### src/logic/cpusq_pkg.sv
// Constants and types shared by the instruction sequencing core
// ----------------------------------------------------------------------------
// Operation
// - System clock splits into four phases; one pass is one instruction cycle.
// - Phase one increments the counter and fetches; phases two to four execute.
// - Fetch overlaps execution; counter-changing instructions cost one extra cycle.
// - Jumps and calls take two cycles: target obtained, then branch taken.
// - Counter advances by one per instruction unless a transfer is demanded.
// - Jumps, calls, interrupt entry and reset load the target directly.
// - A taken skip discards the prefetched instruction and runs a dummy cycle.
// - Only the counter low byte is software visible; writes stay in page.
// - Writing the counter low byte inserts one dummy cycle for prefetch.
// - Stack holds counter values only; stack and pointer are hidden from software.
// - Call and interrupt acknowledge push; both return kinds pop the counter.
// - Reset places the stack pointer at the top of the stack.
// - Interrupt with full stack stays pending until a return frees a level.
// - Call on a full stack still proceeds and loses the oldest entry.
// - Stack depth is a parameter: four or eight levels.
// - Eight-bit ALU writes the chosen destination and updates carry and flags.
// - Data moves through accumulator and ALU; special registers sit in data space.
// - ALU covers add, subtract, decimal adjust, logic, rotates, inc, dec, skips.
// ----------------------------------------------------------------------------
package cpusq_pkg;
    // ------------------------------------------------------------------------
    // Register bus map and reset values
    // ------------------------------------------------------------------------
    localparam logic [7:0] REG_PC_LOW = 8'h00;
    localparam logic [7:0] REG_ACC = 8'h04;
    localparam logic [7:0] REG_STATUS = 8'h08;
    localparam logic [7:0] REG_CTRL = 8'h0C;
    localparam int CTRL_IEN_BIT = 0;
    localparam logic CTRL_IEN_RESET = 1'b1;
    localparam logic [7:0] ACC_RESET = 8'h00;
    localparam logic [3:0] STATUS_RESET = 4'h0;
    localparam int ST_C = 0;
    localparam int ST_AC = 1;
    localparam int ST_Z = 2;
    localparam int ST_OV = 3;
    // ------------------------------------------------------------------------
    // Data space special registers
    // ------------------------------------------------------------------------
    localparam logic [7:0] DM_IND = 8'h00;
    localparam logic [7:0] DM_PTR = 8'h01;
    localparam logic [7:0] DM_PC_LOW = 8'h02;
    localparam logic [7:0] DM_STATUS = 8'h03;
    localparam logic [7:0] DM_ACC = 8'h04;
    localparam logic [7:0] PTR_RESET = 8'h00;
    // ------------------------------------------------------------------------
    // Program space, instruction fields, variant defaults
    // ------------------------------------------------------------------------
    localparam int unsigned RESET_VECTOR = 0;
    localparam int unsigned INT_VECTOR_DEF = 4;
    localparam int PC_W_DEF = 11;
    localparam int STACK_DEPTH_DEF = 8;
    localparam int OP_MSB = 15;
    localparam int OP_LSB = 11;
    localparam int DEST_BIT = 8;
    localparam logic [15:0] IR_RESET = 16'h0000;

    typedef enum logic [3:0] {
        PH_T1 = 4'b0001,
        PH_T2 = 4'b0010,
        PH_T3 = 4'b0100,
        PH_T4 = 4'b1000
    } cpusq_phase_t;

    typedef enum logic [4:0] {
        OP_NOP = 5'h00, OP_ADD = 5'h01, OP_ADC = 5'h02, OP_SUB = 5'h03,
        OP_SBC = 5'h04, OP_DECADJ = 5'h05, OP_AND = 5'h06, OP_OR = 5'h07,
        OP_XOR = 5'h08, OP_COMPL = 5'h09, OP_RR = 5'h0A, OP_RORC = 5'h0B,
        OP_RL = 5'h0C, OP_ROLC = 5'h0D, OP_INC = 5'h0E, OP_DEC = 5'h0F,
        OP_SKZ = 5'h10, OP_SNZ = 5'h11, OP_INCSKZ = 5'h12, OP_DECSKZ = 5'h13,
        OP_MOVA = 5'h14, OP_MOVM = 5'h15, OP_LDI = 5'h16, OP_JUMP = 5'h17,
        OP_CALL = 5'h18, OP_RETURN = 5'h19, OP_IRET = 5'h1A
    } cpusq_op_t;
endpackage

### src/logic/cpusq_core.sv
// Instruction sequencer, return stack and ALU with AHB-Lite register access
//
// The register offsets and the AHB-Lite interface to the registers were decided locally.
module cpusq_core
    import cpusq_pkg::*;
#(
    parameter int PCW = PC_W_DEF,
    parameter int DEPTH = STACK_DEPTH_DEF,
    parameter int unsigned INT_VEC = INT_VECTOR_DEF
)
(
    input wire logic hclk,
    input wire logic hresetn,
    input wire logic hsel,
    input wire logic [31:0] haddr,
    input wire logic [1:0] htrans,
    input wire logic hwrite,
    input wire logic [2:0] hsize,
    input wire logic [31:0] hwdata,
    input wire logic hready,
    output logic [31:0] hrdata,
    output logic hreadyout,
    output logic hresp,
    output logic [PCW-1:0] pm_addr,
    input wire logic [15:0] pm_rdata,
    output logic [7:0] dm_addr,
    input wire logic [7:0] dm_rdata,
    output logic [7:0] dm_wdata,
    output logic dm_we,
    input wire logic int_event,
    output logic int_ack,
    output logic [3:0] cycle_phases
);
    localparam int TPW = $clog2(DEPTH);
    localparam int CNTW = TPW + 1;

    cpusq_phase_t phase;
    logic [PCW-1:0] pc;
    logic [PCW-1:0] seq_pc;
    logic [PCW-1:0] next_pc;
    logic [15:0] prefetch;
    logic [15:0] ir;
    logic ir_valid;
    cpusq_op_t op;
    logic to_mem;
    logic [7:0] acc;
    logic [3:0] status;
    logic [3:0] next_status;
    logic [7:0] ptr;
    logic [7:0] opnd;
    logic [7:0] res;
    logic [7:0] int_val;
    logic int_hit;
    logic [PCW-1:0] stk [DEPTH];
    logic [TPW-1:0] tp;
    logic [CNTW-1:0] cnt;
    logic stack_full;
    logic push;
    logic pop;
    logic int_pending;
    logic int_take;
    logic ctrl_ien;
    logic ahb_low_pend;
    logic [7:0] ahb_low_val;
    logic dp_valid;
    logic dp_write;
    logic [7:0] dp_addr;
    logic addr_ok;
    logic is_ar;
    logic is_sub;
    logic cyin;
    logic dst;
    logic upd_z;
    logic new_c;
    logic ovf;
    logic [7:0] bop;
    logic [8:0] sum;
    logic [4:0] hsum;
    logic [8:0] d1;
    logic [8:0] d2;
    logic wr_acc;
    logic wr_mem;
    logic skip_taken;
    logic jmp_now;
    logic ret_now;
    logic lowb_wr_now;
    logic instr_redirect;
    logic ahb_low_take;
    logic flush;
    logic commit;

    // ------------------------------------------------------------------------
    // Phase generator
    // ------------------------------------------------------------------------
    always_ff @(posedge hclk or negedge hresetn)
    begin
        if (!hresetn)
            phase <= PH_T1;
        else
            unique case (phase)
                PH_T1: phase <= PH_T2;
                PH_T2: phase <= PH_T3;
                PH_T3: phase <= PH_T4;
                PH_T4: phase <= PH_T1;
            endcase
    end

    assign cycle_phases = phase;
    assign commit = (phase == PH_T4);

    // ------------------------------------------------------------------------
    // Program counter and fetch pipeline
    // ------------------------------------------------------------------------
    assign pm_addr = pc;
    assign seq_pc = pc - PCW'(1);

    always_ff @(posedge hclk or negedge hresetn)
    begin
        if (!hresetn)
            pc <= PCW'(RESET_VECTOR);
        else if (phase == PH_T1)
            pc <= pc + PCW'(1);
        else if (commit)
            pc <= next_pc;
    end

    // Prefetch in T1 while the previous word executes in T2 to T4
    always_ff @(posedge hclk or negedge hresetn)
    begin
        if (!hresetn)
        begin
            prefetch <= IR_RESET;
            ir <= IR_RESET;
            ir_valid <= 1'b0;
        end
        else if (phase == PH_T1)
            prefetch <= pm_rdata;
        else if (commit)
        begin
            ir <= prefetch;
            ir_valid <= !flush;
        end
    end

    assign op = cpusq_op_t'(ir[OP_MSB:OP_LSB]);
    assign to_mem = ir[DEST_BIT];
    assign jmp_now = ir_valid && (op inside {OP_JUMP, OP_CALL});
    assign ret_now = ir_valid && (op inside {OP_RETURN, OP_IRET});
    assign lowb_wr_now = wr_mem && (dm_addr == DM_PC_LOW);
    assign instr_redirect = jmp_now || ret_now || lowb_wr_now || skip_taken;
    assign ahb_low_take = ahb_low_pend && !instr_redirect;
    assign int_take = int_pending && ctrl_ien && !stack_full && !instr_redirect
                      && !ahb_low_pend;
    assign flush = instr_redirect || ahb_low_take || int_take;

    // A skip keeps pc: it already points past the discarded word
    always_comb
    begin
        next_pc = pc;
        if (jmp_now)
            next_pc = ir[PCW-1:0];
        else if (ret_now)
            next_pc = stk[tp];
        else if (lowb_wr_now)
            next_pc = {seq_pc[PCW-1:8], res};
        else if (ahb_low_take)
            next_pc = {seq_pc[PCW-1:8], ahb_low_val};
        else if (int_take)
            next_pc = PCW'(INT_VEC);
    end

    // ------------------------------------------------------------------------
    // Return stack: a ring, so an overflowing push overwrites the oldest level
    // ------------------------------------------------------------------------
    assign stack_full = (cnt == CNTW'(DEPTH));
    assign push = commit && ((ir_valid && op == OP_CALL) || int_take);
    assign pop = commit && ret_now;

    always_ff @(posedge hclk or negedge hresetn)
    begin
        if (!hresetn)
        begin
            tp <= '0;
            cnt <= '0;
        end
        else if (push)
        begin
            tp <= tp + TPW'(1);
            cnt <= stack_full ? cnt : cnt + CNTW'(1);
        end
        else if (pop)
        begin
            tp <= tp - TPW'(1);
            cnt <= (cnt == '0) ? cnt : cnt - CNTW'(1);
        end
    end

    // Contents need no reset; only the pointer and the level count carry meaning
    always_ff @(posedge hclk)
    begin
        if (push)
            stk[tp + TPW'(1)] <= seq_pc;
    end

    // ------------------------------------------------------------------------
    // Interrupt acknowledge
    // ------------------------------------------------------------------------
    always_ff @(posedge hclk or negedge hresetn)
    begin
        if (!hresetn)
        begin
            int_pending <= 1'b0;
            int_ack <= 1'b0;
        end
        else
        begin
            int_pending <= int_event || (int_pending && !(commit && int_take));
            int_ack <= commit && int_take;
        end
    end

    // ------------------------------------------------------------------------
    // Operand path through the data space
    // ------------------------------------------------------------------------
    assign int_hit = (dm_addr <= DM_ACC);

    always_comb
    begin
        int_val = 8'h00;
        unique case (dm_addr)
            DM_PTR: int_val = ptr;
            DM_PC_LOW: int_val = seq_pc[7:0];
            DM_STATUS: int_val = {4'h0, status};
            DM_ACC: int_val = acc;
            default: int_val = 8'h00;
        endcase
    end

    // Indirect access resolves through the pointer once per cycle
    always_ff @(posedge hclk or negedge hresetn)
    begin
        if (!hresetn)
        begin
            dm_addr <= 8'h00;
            opnd <= 8'h00;
            dm_we <= 1'b0;
            dm_wdata <= 8'h00;
        end
        else
        begin
            if (phase == PH_T1)
                dm_addr <= (ir[7:0] == DM_IND) ? ptr : ir[7:0];
            if (phase == PH_T3)
                opnd <= int_hit ? int_val : dm_rdata;
            dm_we <= commit && wr_mem && !int_hit;
            if (commit && wr_mem)
                dm_wdata <= res;
        end
    end

    // ------------------------------------------------------------------------
    // ALU
    // ------------------------------------------------------------------------
    assign is_ar = op inside {OP_ADD, OP_ADC, OP_SUB, OP_SBC};
    assign is_sub = op inside {OP_SUB, OP_SBC};
    assign cyin = (op == OP_ADD) ? 1'b0 : (op == OP_SUB) ? 1'b1 : status[ST_C];
    assign bop = is_sub ? ~opnd : opnd;
    assign sum = 9'(acc) + 9'(bop) + 9'(cyin);
    assign hsum = 5'(acc[3:0]) + 5'(bop[3:0]) + 5'(cyin);
    assign ovf = (acc[7] == bop[7]) && (sum[7] != acc[7]);
    assign d1 = 9'(acc) + (((acc[3:0] > 4'h9) || status[ST_AC]) ? 9'h006 : 9'h000);
    assign d2 = d1 + (((d1[7:4] > 4'h9) || status[ST_C] || d1[8]) ? 9'h060 : 9'h000);
    assign dst = is_ar || (op inside {OP_DECADJ, OP_AND, OP_OR, OP_XOR, OP_COMPL, OP_RR,
                 OP_RORC, OP_RL, OP_ROLC, OP_INC, OP_DEC, OP_INCSKZ, OP_DECSKZ});
    assign upd_z = is_ar || (op inside {OP_AND, OP_OR, OP_XOR, OP_COMPL, OP_INC, OP_DEC});
    assign wr_acc = ir_valid && ((dst && !to_mem) || (op inside {OP_MOVA, OP_LDI}));
    assign wr_mem = ir_valid && ((dst && to_mem) || op == OP_MOVM);

    always_comb
    begin
        res = opnd;
        unique case (op)
            OP_ADD, OP_ADC, OP_SUB, OP_SBC: res = sum[7:0];
            OP_DECADJ: res = d2[7:0];
            OP_AND: res = acc & opnd;
            OP_OR: res = acc | opnd;
            OP_XOR: res = acc ^ opnd;
            OP_COMPL: res = ~opnd;
            OP_RR: res = {opnd[0], opnd[7:1]};
            OP_RORC: res = {status[ST_C], opnd[7:1]};
            OP_RL: res = {opnd[6:0], opnd[7]};
            OP_ROLC: res = {opnd[6:0], status[ST_C]};
            OP_INC, OP_INCSKZ: res = opnd + 8'h01;
            OP_DEC, OP_DECSKZ: res = opnd - 8'h01;
            OP_MOVM: res = acc;
            OP_LDI: res = ir[7:0];
            default: res = opnd;
        endcase
    end

    // Subtract carry is set when no borrow occurs
    assign new_c = is_ar ? sum[8]
                 : (op == OP_DECADJ) ? (status[ST_C] | d1[8] | d2[8])
                 : (op == OP_RORC) ? opnd[0]
                 : (op == OP_ROLC) ? opnd[7]
                 : status[ST_C];
    assign next_status = {is_ar ? ovf : status[ST_OV],
                          upd_z ? (res == 8'h00) : status[ST_Z],
                          is_ar ? hsum[4] : status[ST_AC],
                          new_c};
    assign skip_taken = ir_valid && (((op == OP_SKZ) && (opnd == 8'h00))
                      || ((op == OP_SNZ) && (opnd != 8'h00))
                      || ((op inside {OP_INCSKZ, OP_DECSKZ}) && (res == 8'h00)));

    // A write aimed at the status register overrides the flag update
    always_ff @(posedge hclk or negedge hresetn)
    begin
        if (!hresetn)
        begin
            acc <= ACC_RESET;
            status <= STATUS_RESET;
            ptr <= PTR_RESET;
        end
        else if (commit && ir_valid)
        begin
            if (wr_acc || (wr_mem && dm_addr == DM_ACC))
                acc <= res;
            if (wr_mem && dm_addr == DM_STATUS)
                status <= res[3:0];
            else
                status <= next_status;
            if (wr_mem && dm_addr == DM_PTR)
                ptr <= res;
        end
    end

    // ------------------------------------------------------------------------
    // AHB-Lite slave: zero wait states, always OKAY
    // ------------------------------------------------------------------------
    assign hreadyout = 1'b1;
    assign hresp = 1'b0;
    assign addr_ok = hsel && htrans[1] && hready;

    always_ff @(posedge hclk or negedge hresetn)
    begin
        if (!hresetn)
        begin
            dp_valid <= 1'b0;
            dp_write <= 1'b0;
            dp_addr <= 8'h00;
            hrdata <= 32'h00000000;
        end
        else
        begin
            dp_valid <= addr_ok;
            if (addr_ok)
            begin
                dp_write <= hwrite;
                dp_addr <= haddr[7:0];
            end
            if (addr_ok && !hwrite)
                unique case (haddr[7:0])
                    REG_PC_LOW: hrdata <= {24'h000000, seq_pc[7:0]};
                    REG_ACC: hrdata <= {24'h000000, acc};
                    REG_STATUS: hrdata <= {28'h0000000, status};
                    REG_CTRL: hrdata <= {31'h00000000, ctrl_ien};
                    default: hrdata <= 32'h00000000;
                endcase
        end
    end

    // A bus write to the low byte waits for a commit without an instruction redirect; set wins over clear
    always_ff @(posedge hclk or negedge hresetn)
    begin
        if (!hresetn)
        begin
            ctrl_ien <= CTRL_IEN_RESET;
            ahb_low_pend <= 1'b0;
            ahb_low_val <= 8'h00;
        end
        else
        begin
            if (dp_valid && dp_write && dp_addr == REG_CTRL)
                ctrl_ien <= hwdata[CTRL_IEN_BIT];
            if (dp_valid && dp_write && dp_addr == REG_PC_LOW)
            begin
                ahb_low_pend <= 1'b1;
                ahb_low_val <= hwdata[7:0];
            end
            else if (commit && ahb_low_take)
                ahb_low_pend <= 1'b0;
        end
    end
endmodule

### config.mk
export PLATFORM = sky130hd
export DESIGN_NAME = cpusq_core
export DESIGN_NICKNAME = d
export VERILOG_FILES = /design/src/logic/cpusq_pkg.sv /design/src/logic/cpusq_core.sv
export SDC_FILE = /design/constraint.sdc
export NUM_CORES = 1
export LEC_CHECK = 0
export ABC_AREA = 1
export BUFFER_PORTS_ARGS = -buffer_cell sky130_fd_sc_hd__buf_2
export CAP_MARGIN = 40
export CELL_PAD_IN_SITES_DETAIL_PLACEMENT = 1
export CELL_PAD_IN_SITES_GLOBAL_PLACEMENT = 1
export CORE_MARGIN = 4
export CORE_UTILIZATION = 47
export CTS_CLUSTER_DIAMETER = 60
export DETAILED_ROUTE_END_ITERATION = 8
export HOLD_SLACK_MARGIN = 0.15
export PLACE_DENSITY_LB_ADDON = 0.1
export SLEW_MARGIN = 40
export SYNTH_ARGS = -nofsm -noshare
export SYNTH_HDL_FRONTEND = slang
export SYNTH_SLANG_ARGS = --single-unit
### constraint.sdc
create_clock -name hclk -period 8.2 [get_ports hclk]
set_clock_uncertainty 0.1 [all_clocks]
set_input_delay 0.82 -clock hclk [delete_from_list [all_inputs] [get_ports hclk]]
set_output_delay 0.82 -clock hclk [all_outputs]
set_load 0.02 [all_outputs]
# Word level (Yosys, flattened, before mapping)

Memories as Yosys holds them, arrays and structs flattened.
Cells that the tools add are included.
Widths: inputs -> output; s select.

Order comparisons: 3
Add/subtract/negate cells: 14
Equality and inequality tests: 43
Mux-type cells: 36
Reductions and logical operators: 93
Bitwise logic cells: 7

Operators with widths:

| kind                  | count |
|---|---|
| $pmux 8 s14           | 1 |
| $mux 11               | 7 |
| $pmux 8 s4            | 2 |
| $eq 5x5->1 const B    | 11 |
| $eq 5x4->1 const B    | 8 |
| $logic_not 8->1       | 5 |
| $logic_and 1x1->1     | 35 |
| $eq 8x4->1 const B    | 3 |
| $mux 8                | 3 |
| $eq 5x3->1 const B    | 4 |
| $mux 4                | 5 |
| $reduce_bool 2->1     | 10 |
| $logic_or 1x1->1      | 17 |
| $eq 8x2->1 const B    | 2 |
| $eq 8x3->1 const B    | 2 |
| $pmux 4 s4            | 1 |
| $reduce_and 2->1      | 7 |
| $mux 1                | 13 |
| $reduce_bool 13->1    | 1 |
| $reduce_bool 6->1     | 2 |
| $add 11x1->11 const B | 1 |
| $sub 11x1->11 const B | 1 |
| $eq 5x2->1 const B    | 2 |
| $add 8x3->9           | 1 |
| other kinds (38)      | 52 |

Memory bits (writable): 88
Flip-flop bits (word level): 154
Input port bits: 99
Memories: 1

Memories:

| name | depth | width | rd ports | clocked after memory_dff | wr ports | line             | source |
|---|---|---|---|---|---|---|---|
| stk  | 8     | 11    | 1        | 0                        | 1        | cpusq_core.sv:54 | `logic [PCW-1:0] stk [DEPTH];` |

# Longest topological paths before layout

Gate-level depths: netlist of run 1.

Word-level depth: 25
Depth in mapped cells: 40

# Worst setup path after synthesis of run 1

OpenSTA, ideal clock, no wires.

Path kind: register to register
Start point: register acc[3]
End point: register cnt[3]
Slack: 3688 ps
Path buffers: 1
Stages on the path, launching flop included: 37
Setup time: 116 ps
Arrival time: 4296 ps
Path through: dfrtp_1 buf_2 inv_1 a21oi_1 nor2_1 inv_1 ha_1 inv_1 fa_1 nor2_1 nand3_1 nand2_1 nand2_1 nand2_1 nand2_1 ha_1 ha_1 nand2_1 nand2_1 nor2_1 nand2_1 inv_1 nand3_1 nor3_2 nand3_2 nand4_2 nand2_2 nand2_4 ha_1 nand2_1 nand2_1 a31oi_1 inv_1 nand3_1 nand2_1 nand2_1 nand2_1

Cells in the longest elaborated chain, start to end: 22
Elaborated cells on any way between the ends: 30

Ends and longest elaborated chain:

| what                                                             | line              | source |
|---|---|---|
| start, declared                                                  | cpusq_core.sv:46  | `logic [7:0] acc;` |
| start signal, assigned                                           | cpusq_core.sv:327 | `acc <= res;` |
| $gt 4x4->1                                                       | cpusq_core.sv:271 | `assign d1 = 9'(acc) + (((acc[3:0] > 4'h9) \|\| status[ST_AC]) ? 9'h006 : 9'h000);` |
| $logic_or 1x1->1                                                 | cpusq_core.sv:271 |  |
| $mux 3                                                           | cpusq_core.sv:271 |  |
| $add 8x3->9                                                      | cpusq_core.sv:271 |  |
| $gt 4x4->1                                                       | cpusq_core.sv:272 | `assign d2 = d1 + (((d1[7:4] > 4'h9) \|\| status[ST_C] \|\| d1[8]) ? 9'h060 : 9'h000);` |
| $logic_or 1x1->1 (2 in a row)                                    | cpusq_core.sv:272 |  |
| $mux 7                                                           | cpusq_core.sv:272 |  |
| $add 9x7->9                                                      | cpusq_core.sv:272 |  |
| [5 not listed]                                                   | -                 |  |
| $logic_or 1x1->1 (*)                                             | cpusq_core.sv:150 | `assign instr_redirect = jmp_now \|\| ret_now \|\| lowb_wr_now \|\| skip_taken;` |
| $logic_not 1->1 (*)                                              | cpusq_core.sv:152 | `assign int_take = int_pending && ctrl_ien && !stack_full && !instr_redirect` |
| $logic_and 1x1->1 (*)                                            | cpusq_core.sv:152 |  |
| $logic_and 1x1->1 (*)                                            | cpusq_core.sv:153 | `&& !ahb_low_pend;` |
| $logic_or 1x1->1 (*)                                             | cpusq_core.sv:176 | `assign push = commit && ((ir_valid && op == OP_CALL) \|\| int_take);` |
| $logic_and 1x1->1 (*)                                            | cpusq_core.sv:176 |  |
| $ne 2x2->1 (no source line) or $reduce_bool 2->1 (tied branches) | -                 |  |
| $reduce_and 3->1 (no source line)                                | -                 |  |
| end signal, assigned                                             | cpusq_core.sv:189 | `cnt <= stack_full ? cnt : cnt + CNTW'(1);` |
| end signal, assigned                                             | cpusq_core.sv:194 | `cnt <= (cnt == '0) ? cnt : cnt - CNTW'(1);` |
| end, declared                                                    | cpusq_core.sv:56  | `logic [CNTW-1:0] cnt;` |

Mark *: on every way between the ends. The rest lies on a longest branch, timed or not.
A chain may end at the register's enable or synchronous reset.

# Worst setup path after layout of run 1

Start point: register ir[11]
End point: register cnt[3]

Cells in the longest elaborated chain, start to end: 18
Elaborated cells on any way between the ends: 69

Ends and longest elaborated chain:

| what                                                             | line              | source |
|---|---|---|
| start, declared                                                  | cpusq_core.sv:42  | `logic [15:0] ir;` |
| start signal, assigned                                           | cpusq_core.sv:140 | `ir <= prefetch;` |
| $eq 5x2->1 or $eq 5x3->1 (tied branches)                         | -                 |  |
| $reduce_bool 2->1                                                | cpusq_core.sv:265 | `assign is_sub = op inside {OP_SUB, OP_SBC};` |
| $mux 8                                                           | cpusq_core.sv:267 | `assign bop = is_sub ? ~opnd : opnd;` |
| $add 8x8->9                                                      | cpusq_core.sv:268 | `assign sum = 9'(acc) + 9'(bop) + 9'(cyin);` |
| $add 9x1->9                                                      | cpusq_core.sv:268 |  |
| $pmux 8 s14                                                      | cpusq_core.sv:282 | `unique case (op)` |
| $logic_not 8->1                                                  | cpusq_core.sv:313 | `\|\| ((op inside {OP_INCSKZ, OP_DECSKZ}) && (res == 8'h00)));` |
| $logic_and 1x1->1                                                | cpusq_core.sv:313 |  |
| [2 not listed]                                                   | -                 |  |
| $logic_or 1x1->1                                                 | cpusq_core.sv:150 |  |
| $logic_not 1->1                                                  | cpusq_core.sv:152 |  |
| $logic_and 1x1->1                                                | cpusq_core.sv:152 |  |
| $logic_and 1x1->1                                                | cpusq_core.sv:153 |  |
| $logic_or 1x1->1                                                 | cpusq_core.sv:176 |  |
| $logic_and 1x1->1                                                | cpusq_core.sv:176 |  |
| $ne 2x2->1 (no source line) or $reduce_bool 2->1 (tied branches) | -                 |  |
| $reduce_and 3->1 (no source line)                                | -                 |  |

Several ways; a longest one is shown, not always the timed one.

==> results of run 1 <==
[cell families (layout without fill, tap and decap cells)]
| logic type | after synthesis | count (layout) | synth area share (%) |
|---|---|---|---|
| AND/OR/NAND/NOR | 782 | 782 | 26.9 |
| AO/OA/AOI/OAI | 251 | 251 | 11.6 |
| buffers and inverters | 235 | 307 | 7.99 |
| flip-flops | 218 | 218 | 46.5 |
| adder cells (fa/ha/maj) | 44 | 44 | 4.64 |
| XOR/XNOR | 24 | 24 | 1.66 |
| multiplexers | 8 | 8 | 0.711 |
| other | 2 | 26 | 0.0592 |
[where the power goes]
part           internal (mW)  switching, mW  leakage, nW
Clock                  0.733          0.503        0.446
Sequential              1.30          0.174         2.41
Combinational          0.365          0.890         3.85
[per-layer routing]
metal | GRT usage (%) | part of all wire [%]
met2 | 46.4 | 45
met5 | 0 | 0
met1 | 42.9 | 44
met4 | 6.97 | 2.5
met3 | 5.37 | 8.4
[final cells by class]
type	instances	area (µm²)	share of cell area (%)
multi-input cells	1135	5950	41.5
flip-flops and latches	218	5900	41.2
clock buffers	29	672	4.69
inverters	164	619	4.32
repair buffers	95	508	3.55
well taps	335	419	2.93
clock inverters	19	263	1.83
[path summary, 6_finish.rpt]
kind	from	to	slack [ps]
max	ir[11]	cnt[3]	2260
min	prefetch[11]	prefetch[11]	370
max reg2reg	ir[11]	cnt[3]	2260
max in group asynchronous	hresetn	opnd[7]	6150
min in group asynchronous	hresetn	pm_addr[6]	700
min reg2reg	prefetch[11]	prefetch[11]	370
[cells in the final DEF, fill, tap and decap left out, types with 6 or more instances in the layout]
master,netlist,routed
nand2_1,436,436
mux2_2,8,8
o211ai_1,7,7
o221ai_1,14,14
nor2_4,6,6
ha_1,39,39
edfxtp_1,88,88
conb_1,2,26
nor2_1,164,156
nand4_1,23,23
a221oi_1,9,9
a21oi_1,37,37
buf_2,3,86
nor3_2,2,7
o21ai_0,135,135
a22oi_1,7,7
nor2_2,4,12
nor3_1,22,17
inv_2,9,10
clkbuf_16,0,26
nand3_1,78,78
or2_2,6,6
buf_4,29,6
nand3_2,6,6
o22ai_1,15,15
nand2_2,14,14
xor2_1,22,18
dfrtp_1,128,128
inv_1,151,150
[registers in the layout (all words and copies together) (netlist names), 11 cells and up]
name      cells
ir           16
stk          88
pm_addr      11
prefetch     16
[repair_timing]
item,in CTS,in global routing
resized for setup,0,0
hold buffers,1,0
endpoints found under the hold margin,29,0
[synth_stat cells, types with 7 or more instances]
library cell / instances / area, µm²
mux2_2: 8 / 90.1
edfxtp_1: 88 / 2640
inv_1: 151 / 567
o221ai_1: 14 / 123
nand4_1: 23 / 144
buf_4: 29 / 218
a221oi_1: 9 / 78.8
a21oi_1: 37 / 185
xor2_1: 22 / 193
nor3_1: 22 / 110
nand3_1: 78 / 390
ha_1: 39 / 488
nor2_1: 164 / 616
nor4_1: 7 / 43.8
nand2_2: 14 / 87.6
o21ai_0: 135 / 676
o22ai_1: 15 / 93.8
dfrtp_1: 128 / 3200
o211ai_1: 7 / 52.6
a22oi_1: 7 / 52.6
clkbuf_1: 36 / 135
inv_2: 9 / 33.8
nand2_1: 436 / 1640
[critical path, delay by kind of cell (launching register included)]
| kind | cells | cell delay (ps) |
|---|---|---|
| xor gates and xnor gates | 1 | 270 |
| buffers and inverters | 2 | 180 |
| AOI/OAI and AO/OA | 1 | 190 |
| adders and majority gates | 3 | 1060 |
| and+or+nand+nor | 24 | 3440 |
| DFF | 1 | 600 |
[per-stage QoR]
stage | power (mW) | instances
after floorplan | 2.24 | 1588
after CTS | 3.95 | 1995
after global routing | 4.19 | 1995
after detailed placement | 2.70 | 1946
final | 3.97 | 1995
after global placement | 2.64 | 1946
==> impl_results.md, run 1 <==
* Num rows at 59
* Router iterations before antenna repair at 5
* Most used cell, CP: nand2_1
* Fin crit share at approximately 72%
* Max Clk Rate at 0.168 GHz
* WP data arrival at 6290 ps
* Max-cap viol count at 0
* Layout cells sized above 1 at about 14%
* CTS root buf: clkbuf_16
* Synth Area per Inst at approximately 8.1 µm²
* EDFF count, synth at 88
* Seq/Total Area, Yosys at 46.5%
* Vias in the first global route at 11.6k
* Total die area at 0.0297 mm²
* Initial antenna violation count at 0
* Main synth FF type: dfrtp_1
* Relative area change from synthesis to final layout at 13.0%
* CP peak stage delay at 600 ps
* Post-CTS Setup Inserts at 0
* Detailed-route vias per instance at roughly 5.8
* Fill cells at about 3.2k
* Diode count at 0
* CTS sink count at about 220
* Post-synth ARST share at 59.6%
* Die Y at 172 µm
* Final setup fails at 0
* WL per Instance at about 22 µm
* Largest net degree at the start of global routing at 76
* RSZ-0062 raised after global routing: no
* Initial DRC Count at 1,070
* P per Cell Area at approximately 280 mW/mm²
* Worst-Skew Late Latency at about 560 ps
* Top fanout value on the critical path at 12
* Final Hold Fails at 0
* Port-buffer cells at 87
* Antenna-violating nets left at 0
* First-pass GRT wire length at 67,400 µm
* CTS tree: built
* Crit Path Class: reg2reg
* Vias at 11.6k
* CTS clk-pin slew, worst paths at approximately 60 ps
* CP Capture Type: flop
* WL final at 43,700 µm
* Min-Delay Path Depth at 2
* Dpl ws at 2350 ps
* CTS buffer count at 26
* Post-route cell area at 0.0143 mm²
* Core area at around 0.026 mm²
* Setup tns final at 0 ps
* Status: complete, no violations
* Netlist cell types at 57
* Crit path launch type: flop
* Final Util at 54.5%
* Post-synthesis cell count at around 1.6k
* Starting Density at 48.2%
* Remaining routing DRC violations at 0
* DP Area at 0.0134 mm²
* Worst R2R Path Depth at 31
* Post-synthesis register bit count at 218
* Synth warn at 0
* Max Slew Vio Count at 0
* Post-DP HPWL at 31,700 µm
* DIE WIDTH at approximately 170 µm
* Global Route Usage Sum at roughly 30%
* Fin crit period at about 5900 ps
* Io pins at 166
* Mapped Area at around 0.013 mm²
* Worst min path class: reg2reg
* Slowest library cell on the worst path: dfrtp_1
* Worst VDD drop at 171 µV
* Nets@finish at 1,783
* Worst slew pin tran at ~830 ps
* Final WS setup at 2260 ps
* Slew headroom at 44.8%
* CTS H-Tree Depth at 1
* Congestion Overflow GR at 0
* Worst-case clock buffer depth at 3
* Worst Hold Slack at 371 ps
* Gpl congestion at 0.968
* Pleak at ~6.7 nW
* Worst EP required at between 8000 and 9000 ps
Note: power is estimated with default switching activity, not from simulation.
==> run 2: changes to the inputs <==
--- a/config.mk
+++ b/config.mk
@@ -11,7 +11,7 @@
 export CELL_PAD_IN_SITES_DETAIL_PLACEMENT = 1
 export CELL_PAD_IN_SITES_GLOBAL_PLACEMENT = 1
 export CORE_MARGIN = 4
-export CORE_UTILIZATION = 47
+export CORE_UTILIZATION = 44
 export CTS_CLUSTER_DIAMETER = 60
 export DETAILED_ROUTE_END_ITERATION = 8
 export HOLD_SLACK_MARGIN = 0.15
==> constraint.sdc (replaced) <==
create_clock -name hclk -period 5.8 [get_ports hclk]
set_clock_uncertainty 0.1 [all_clocks]
set_input_delay 0.58 -clock hclk [delete_from_list [all_inputs] [get_ports hclk]]
set_output_delay 0.58 -clock hclk [all_outputs]
set_load 0.02 [all_outputs]
==> run 2 against run 1 <==
Net effect:
- die area rose by 6.5%
- cell count increased by 4.1%
- sequential power increased by 39%
- non-clock buffer count rose by 39
- sequential share of layout area fell by 0.87 points
- core utilization decreased by 2.4 points
- highest routed layer unchanged
==> impl_results.md, run 2 (synthesis gave the netlist of run 1 again) <==
* Status: complete, no violations
* P per Cell Area at around 380 mW/mm²
* Global Route Usage Sum at 28.6%
* WL per Instance at around 22 µm
* Worst VDD drop at 251 µV
* Pleak at 6.86 nW
* Relative area change from synthesis to final layout at 15.5%
* WP data arrival at ~5600 ps
* CP peak stage delay at roughly 500 ps
* CTS root buf: clkbuf_16
* Largest net degree at the start of global routing at 97
* Met3 routed WL at 3400 µm
* Port-buffer cells at 87
* CP startpoint: ir[12]
* First-pass GRT wire length at 69,600 µm
* Io pins at 166
* Gpl congestion at 0.912
* Max-cap viol count at 0
* Layout cells sized above 1 at 14.4%
* Wire length on met1 at 20,300 µm
* Fin crit share at 91.3%
* Top flop regs: stk: 88 flops, ir: 16 flops, prefetch: 16 flops
* Congestion Overflow GR at 0
* Max reg flops at 88
* Worst Hold Slack at 158 ps
* Max Clk Rate at 0.189 GHz
* Slowest library cell on the worst path: dfrtp_1
* Setup tns final at 0 ps
* Most used cell, CP: nand2_1
* Fin crit period at approximately 5300 ps
* Num rows at 61
* Top fanout value on the critical path at 7
* Commonest non-fill, non-tap cell in the layout: nand2_1
* Final setup fails at 0
* Tot Pwr at around 5.6 mW
* Post-CTS Setup Inserts at 0
* Initial antenna violation count at 0
* Worst EP required at between 6000 and 7000 ps
* Worst-case clock buffer depth at 3
* Starting Density at ~45%
* Total die area at 0.0316 mm²
* CTS buffer count at 26
* Crit path launch type: flop
* Initial DRC Count at between 1k and 1.5k
* Max Slew Vio Count at 0
* CP Capture Type: flop
* Vias at about 12k
* Router iterations before antenna repair at 5
* Hold_sp: pm_rdata[1]
* Crit Path Class: reg2reg
* Remaining routing DRC violations at 0
* Largest reg by FF count: stk
* Top sig layer: met4
* RSZ-0062 raised after global routing: no
* DR WL met2 at 20,300 µm
* Worst-Skew Late Latency at roughly 540 ps
* CTS H-Tree Depth at 1
* Nets@finish at between 1.5k and 2k
* Detailed-route vias per instance at between 5 and 6
* CTS sink count at 218
* Die Y at 178 µm
* Final Hold Fails at 0
* FF-to-FF Start: ir[12]
* Diode count at 0
* Vias in the first global route at 11.9k
* CTS tree: built
* Slew headroom at roughly 46%
* Antenna-violating nets left at 0
* Worst min path class: in2reg
* WL final at 45,000 µm
* Worst slew pin tran at 803 ps
* Post-DP HPWL at between 30,000 and 40,000 µm
* Most frequent cells in the layout: nand2_1 (436), nor2_1 (159), inv_1 (151), o21ai_0 (135), dfrtp_1 (127)
* CTS clk-pin slew, worst paths at 60 ps
* DIE WIDTH at around 180 µm
* Core area at 0.0281 mm²
==> run 2: final cells by class <==
cell class	count	area, µm²
Sequential cell	218	5900
Tap cell	378	473
Inverter	164	619
Multi-Input combinational cell	1135	5920
Timing Repair Buffer	134	863
Clock inverter	10	114
Clock buffer	38	746
Fill cell	3466	13400
==> run 2: worst paths after layout <==
kind	to	slack [ps]	depth (start not counted)
max in group asynchronous	dm_wdata[4]	4040	3
hold / removal	prefetch[1]	160	3
min in group asynchronous	cnt[2]	560	2
setup / recovery	cnt[3]	500	31
hold reg to reg	prefetch[11]	370	2
setup reg to reg	cnt[3]	500	31
==> run 2: what timing repair did <==
| action | 4_1_cts | 5_1_grt |
|---|---|---|
| endpoints found under the setup margin | 0 | 1 |
| hold buffers | 18 | 0 |
| hold endpoints to repair | 110 | 0 |
| gates resized for setup | 0 | 1 |
==> run 2: per-stage QoR <==
stage          cells  setup slack, ps  instance area, µm²  util, %
2_1_floorplan   1588             1290               12800        -
3_3_place_gp    2010              660               13500     48.1
3_5_place_dp    2010              535               13500     48.2
4_1_cts         2076              481               14600     51.9
5_1_grt         2077             80.6               14600     52.1
6_report        2077              505               14600     52.1
==> run 2: report_power, final <==
group	total, mW	leakage (nW)	internal [mW]	switching [mW]
registers	2.06	2.41	1.84	0.217
clock network	1.62	0.419	0.945	0.676
logic	1.89	4.03	0.582	1.31
==> run 2: metal layers <==
layer  global-route usage [%]  up-vias
met5                        0        -
met4                     5.74        0
met3                     4.45       67
met2                     45.2      398
met1                     41.9     5675
li1                         -     5380
==> run 2: critical path: cells and delay by family, from the launching register on <==
kind | cells | cell delay, ps
compound gates | 1 | 190
xor+xnor | 1 | 200
fa+ha+maj | 3 | 1010
buf+inv | 2 | 180
flops | 1 | 500
simple gates | 24 | 2990
==> run 3: changes to the inputs <==
--- a/config.mk
+++ b/config.mk
@@ -11,7 +11,7 @@
 export CELL_PAD_IN_SITES_DETAIL_PLACEMENT = 1
 export CELL_PAD_IN_SITES_GLOBAL_PLACEMENT = 1
 export CORE_MARGIN = 4
-export CORE_UTILIZATION = 44
+export CORE_UTILIZATION = 39
 export CTS_CLUSTER_DIAMETER = 60
 export DETAILED_ROUTE_END_ITERATION = 8
 export HOLD_SLACK_MARGIN = 0.15
==> constraint.sdc (replaced) <==
create_clock -name hclk -period 4.3 [get_ports hclk]
set_clock_uncertainty 0.1 [all_clocks]
set_input_delay 0.43 -clock hclk [delete_from_list [all_inputs] [get_ports hclk]]
set_output_delay 0.43 -clock hclk [all_outputs]
set_load 0.02 [all_outputs]
==> run 3 against run 2 <==
Net effect:
- first-iteration DRC count is 20% lower
- critical path depth is 7 higher
- critical endpoint unchanged
- clock power is 30% higher
- worst hold slack better by 19 ps
- sequential power is 35% higher
- the run now ends with negative setup slack left
- combinational power is 67% higher
- wire length is 6.8% higher
- critical path type unchanged
- setup slack worse by 560 ps
- flip-flop and latch count stayed put
- non-clock buffer count is 138 higher
==> impl_results.md, run 3 (synthesis gave the netlist of run 1 again) <==
* Fin crit period at about 4400 ps
* First-pass GRT wire length at 73,400 µm
* Antenna-violating nets left at 0
* Gpl congestion at 0.914
* Worst-case clock buffer depth at 3
* DIE WIDTH at 188 µm
* Io pins at 166
* Detailed-route vias per instance at about 5.3
* WL per Instance at around 21 µm
* Commonest non-fill, non-tap cell in the layout: nand2_1
* Worst VDD drop at around 260 µV
* Post-DP HPWL at 36,100 µm
* Port-buffer cells at 87
* Total die area at 0.0355 mm²
* WP data arrival at about 4700 ps
* Global Route Usage Sum at about a quarter
* Final setup fails at 2
* CTS sink count at 218
* Relative area change from synthesis to final layout at 27.4%
* Max Clk Rate at 0.230 GHz
* Congestion Overflow GR at 0
* Fill cells at 3,781
* Crit path launch type: flop
* CTS root buf: clkbuf_16
* Slowest library cell on the worst path: dfrtp_1
* Slew headroom at 40.2%
* Fin crit share at 101%
* Max-cap viol count at 0
* Worst min path class: in2reg
* Core area at 0.0318 mm²
* Worst Hold Slack at 177 ps
* Crit Path Class: reg2reg
* Worst EP required at 4630 ps
* Nets@finish at 1,961
* Largest reg by FF count: stk
* Worst-Skew Late Latency at 540 ps
* Most used cell, CP: nand2_1
* Status: finished with violations
* Max reg flops at 88
* CTS tree: built
* Top flop regs: stk: 88 flops, ir: 16 flops, prefetch: 16 flops
* Diode count at 0
* P per Cell Area at 497 mW/mm²
* Num rows at between 60 and 70
* Worst slew pin tran at 894 ps
* Layout cells sized above 1 at 22.4%
* WL final at 48,000 µm
* Top fanout value on the critical path at 4
* Final Hold Fails at 0
* Post-route cell area at 0.0162 mm²
* CTS clk-pin slew, worst paths at ~60 ps
* CTS buffer count at 27
* Die Y at 188 µm
* Initial antenna violation count at 1
* Vias in the first global route at between 10k and 15k
* Final WS setup at -57.1 ps
* CP top delay family: simple AND/OR/NAND/NOR gates
* CTS H-Tree Depth at 1
* Max Slew Vio Count at 0
* Remaining routing DRC violations at 0
* Router iterations before antenna repair at 5
* Starting Density at ~40%
* Initial DRC Count at a little over 800
* Pleak at 7.55 nW
* CP Capture Type: flop
* Largest net degree at the start of global routing at 65
* Vias at 12.1k
* DP Area at 0.0145 mm²
* Crit path buffers/inverters at 9
* Most frequent cells in the layout: nand2_1 (422), nor2_1 (152), inv_1 (142), buf_4 (135), o21ai_0 (133)
* RSZ-0062 raised after global routing: yes
* CP peak stage delay at 390 ps
* Failing checks: negative setup slack
-- run 3: per-stage QoR --
stage	setup TNS [ps]	instances	util, %	setup slack, ps	power, mW
after CTS	-195	2269	50.2	-83.0	7.87
after floorplan	-8420	1588	-	-106	4.29
after detailed placement	-14720	2173	45.6	-395	5.56
final	-93.0	2274	50.8	-57.1	8.03
after global placement	-3900	2173	45.5	-273	5.45
after global routing	-13800	2274	50.8	-312	8.47
-- run 3: worst register-to-register path, delay by kind of cell (launching register included) --
family,cells,cell delay (ps)
AO/OA/AOI/OAI,2,210
adder cells (fa/ha/maj),3,680
buffers and inverters,9,890
flip-flops,1,390
AND/OR/NAND/NOR,24,1970
-- run 3: per-layer routing --
layer	wire length, µm	vias up	global-route usage, %
met5	0	-	0
met1	22400	5994	39.4
met4	857	0	4.06
li1	-	5661	-
met3	2660	55	2.43
met2	22100	394	43.0
-- run 3: what timing repair did --
item / in CTS / in global routing
hold endpoints to repair: 98 / 0
pin swaps: 19 / 32
setup endpoints to repair: 104 / 105
setup buffers: 11 / 9
gates resized for setup: 52 / 33
hold buffers: 35 / 0
-- run 3: path summary, 6_finish.rpt --
kind / start / endpoint / slack (ps) / depth (start not counted)
min in group asynchronous: hresetn / cnt[3] / 350 / 2
max reg2reg: acc[2] / cnt[3] / -60 / 38
min reg2reg: prefetch[6] / prefetch[6] / 370 / 2
min: dm_rdata[1] / opnd[1] / 180 / 3
max in group asynchronous: hresetn / ptr[3] / 2780 / 3
max: acc[2] / cnt[3] / -60 / 38
-- run 3: where the power goes --
group / total (mW) / leakage, nW / internal, mW / switching (mW)
clock: 2.10 / 0.392 / 1.20 / 0.895
sequential: 2.78 / 2.41 / 2.48 / 0.298
combinational: 3.15 / 4.75 / 1.12 / 2.02
total: 8.03 / 7.55 / 4.81 / 3.22
-- run 3: final cells by class --
cell class                 count  area (µm²)  share of cell area [%]
clock inverter                10        68.8                   0.426
clock buffer                  40         744                    4.61
timing repair buffer         272        2040                    12.7
tap                          435         544                    3.37
inverter                     164         627                    3.88
sequential                   218        5900                    36.5
multi-input combinational   1135        6230                    38.5
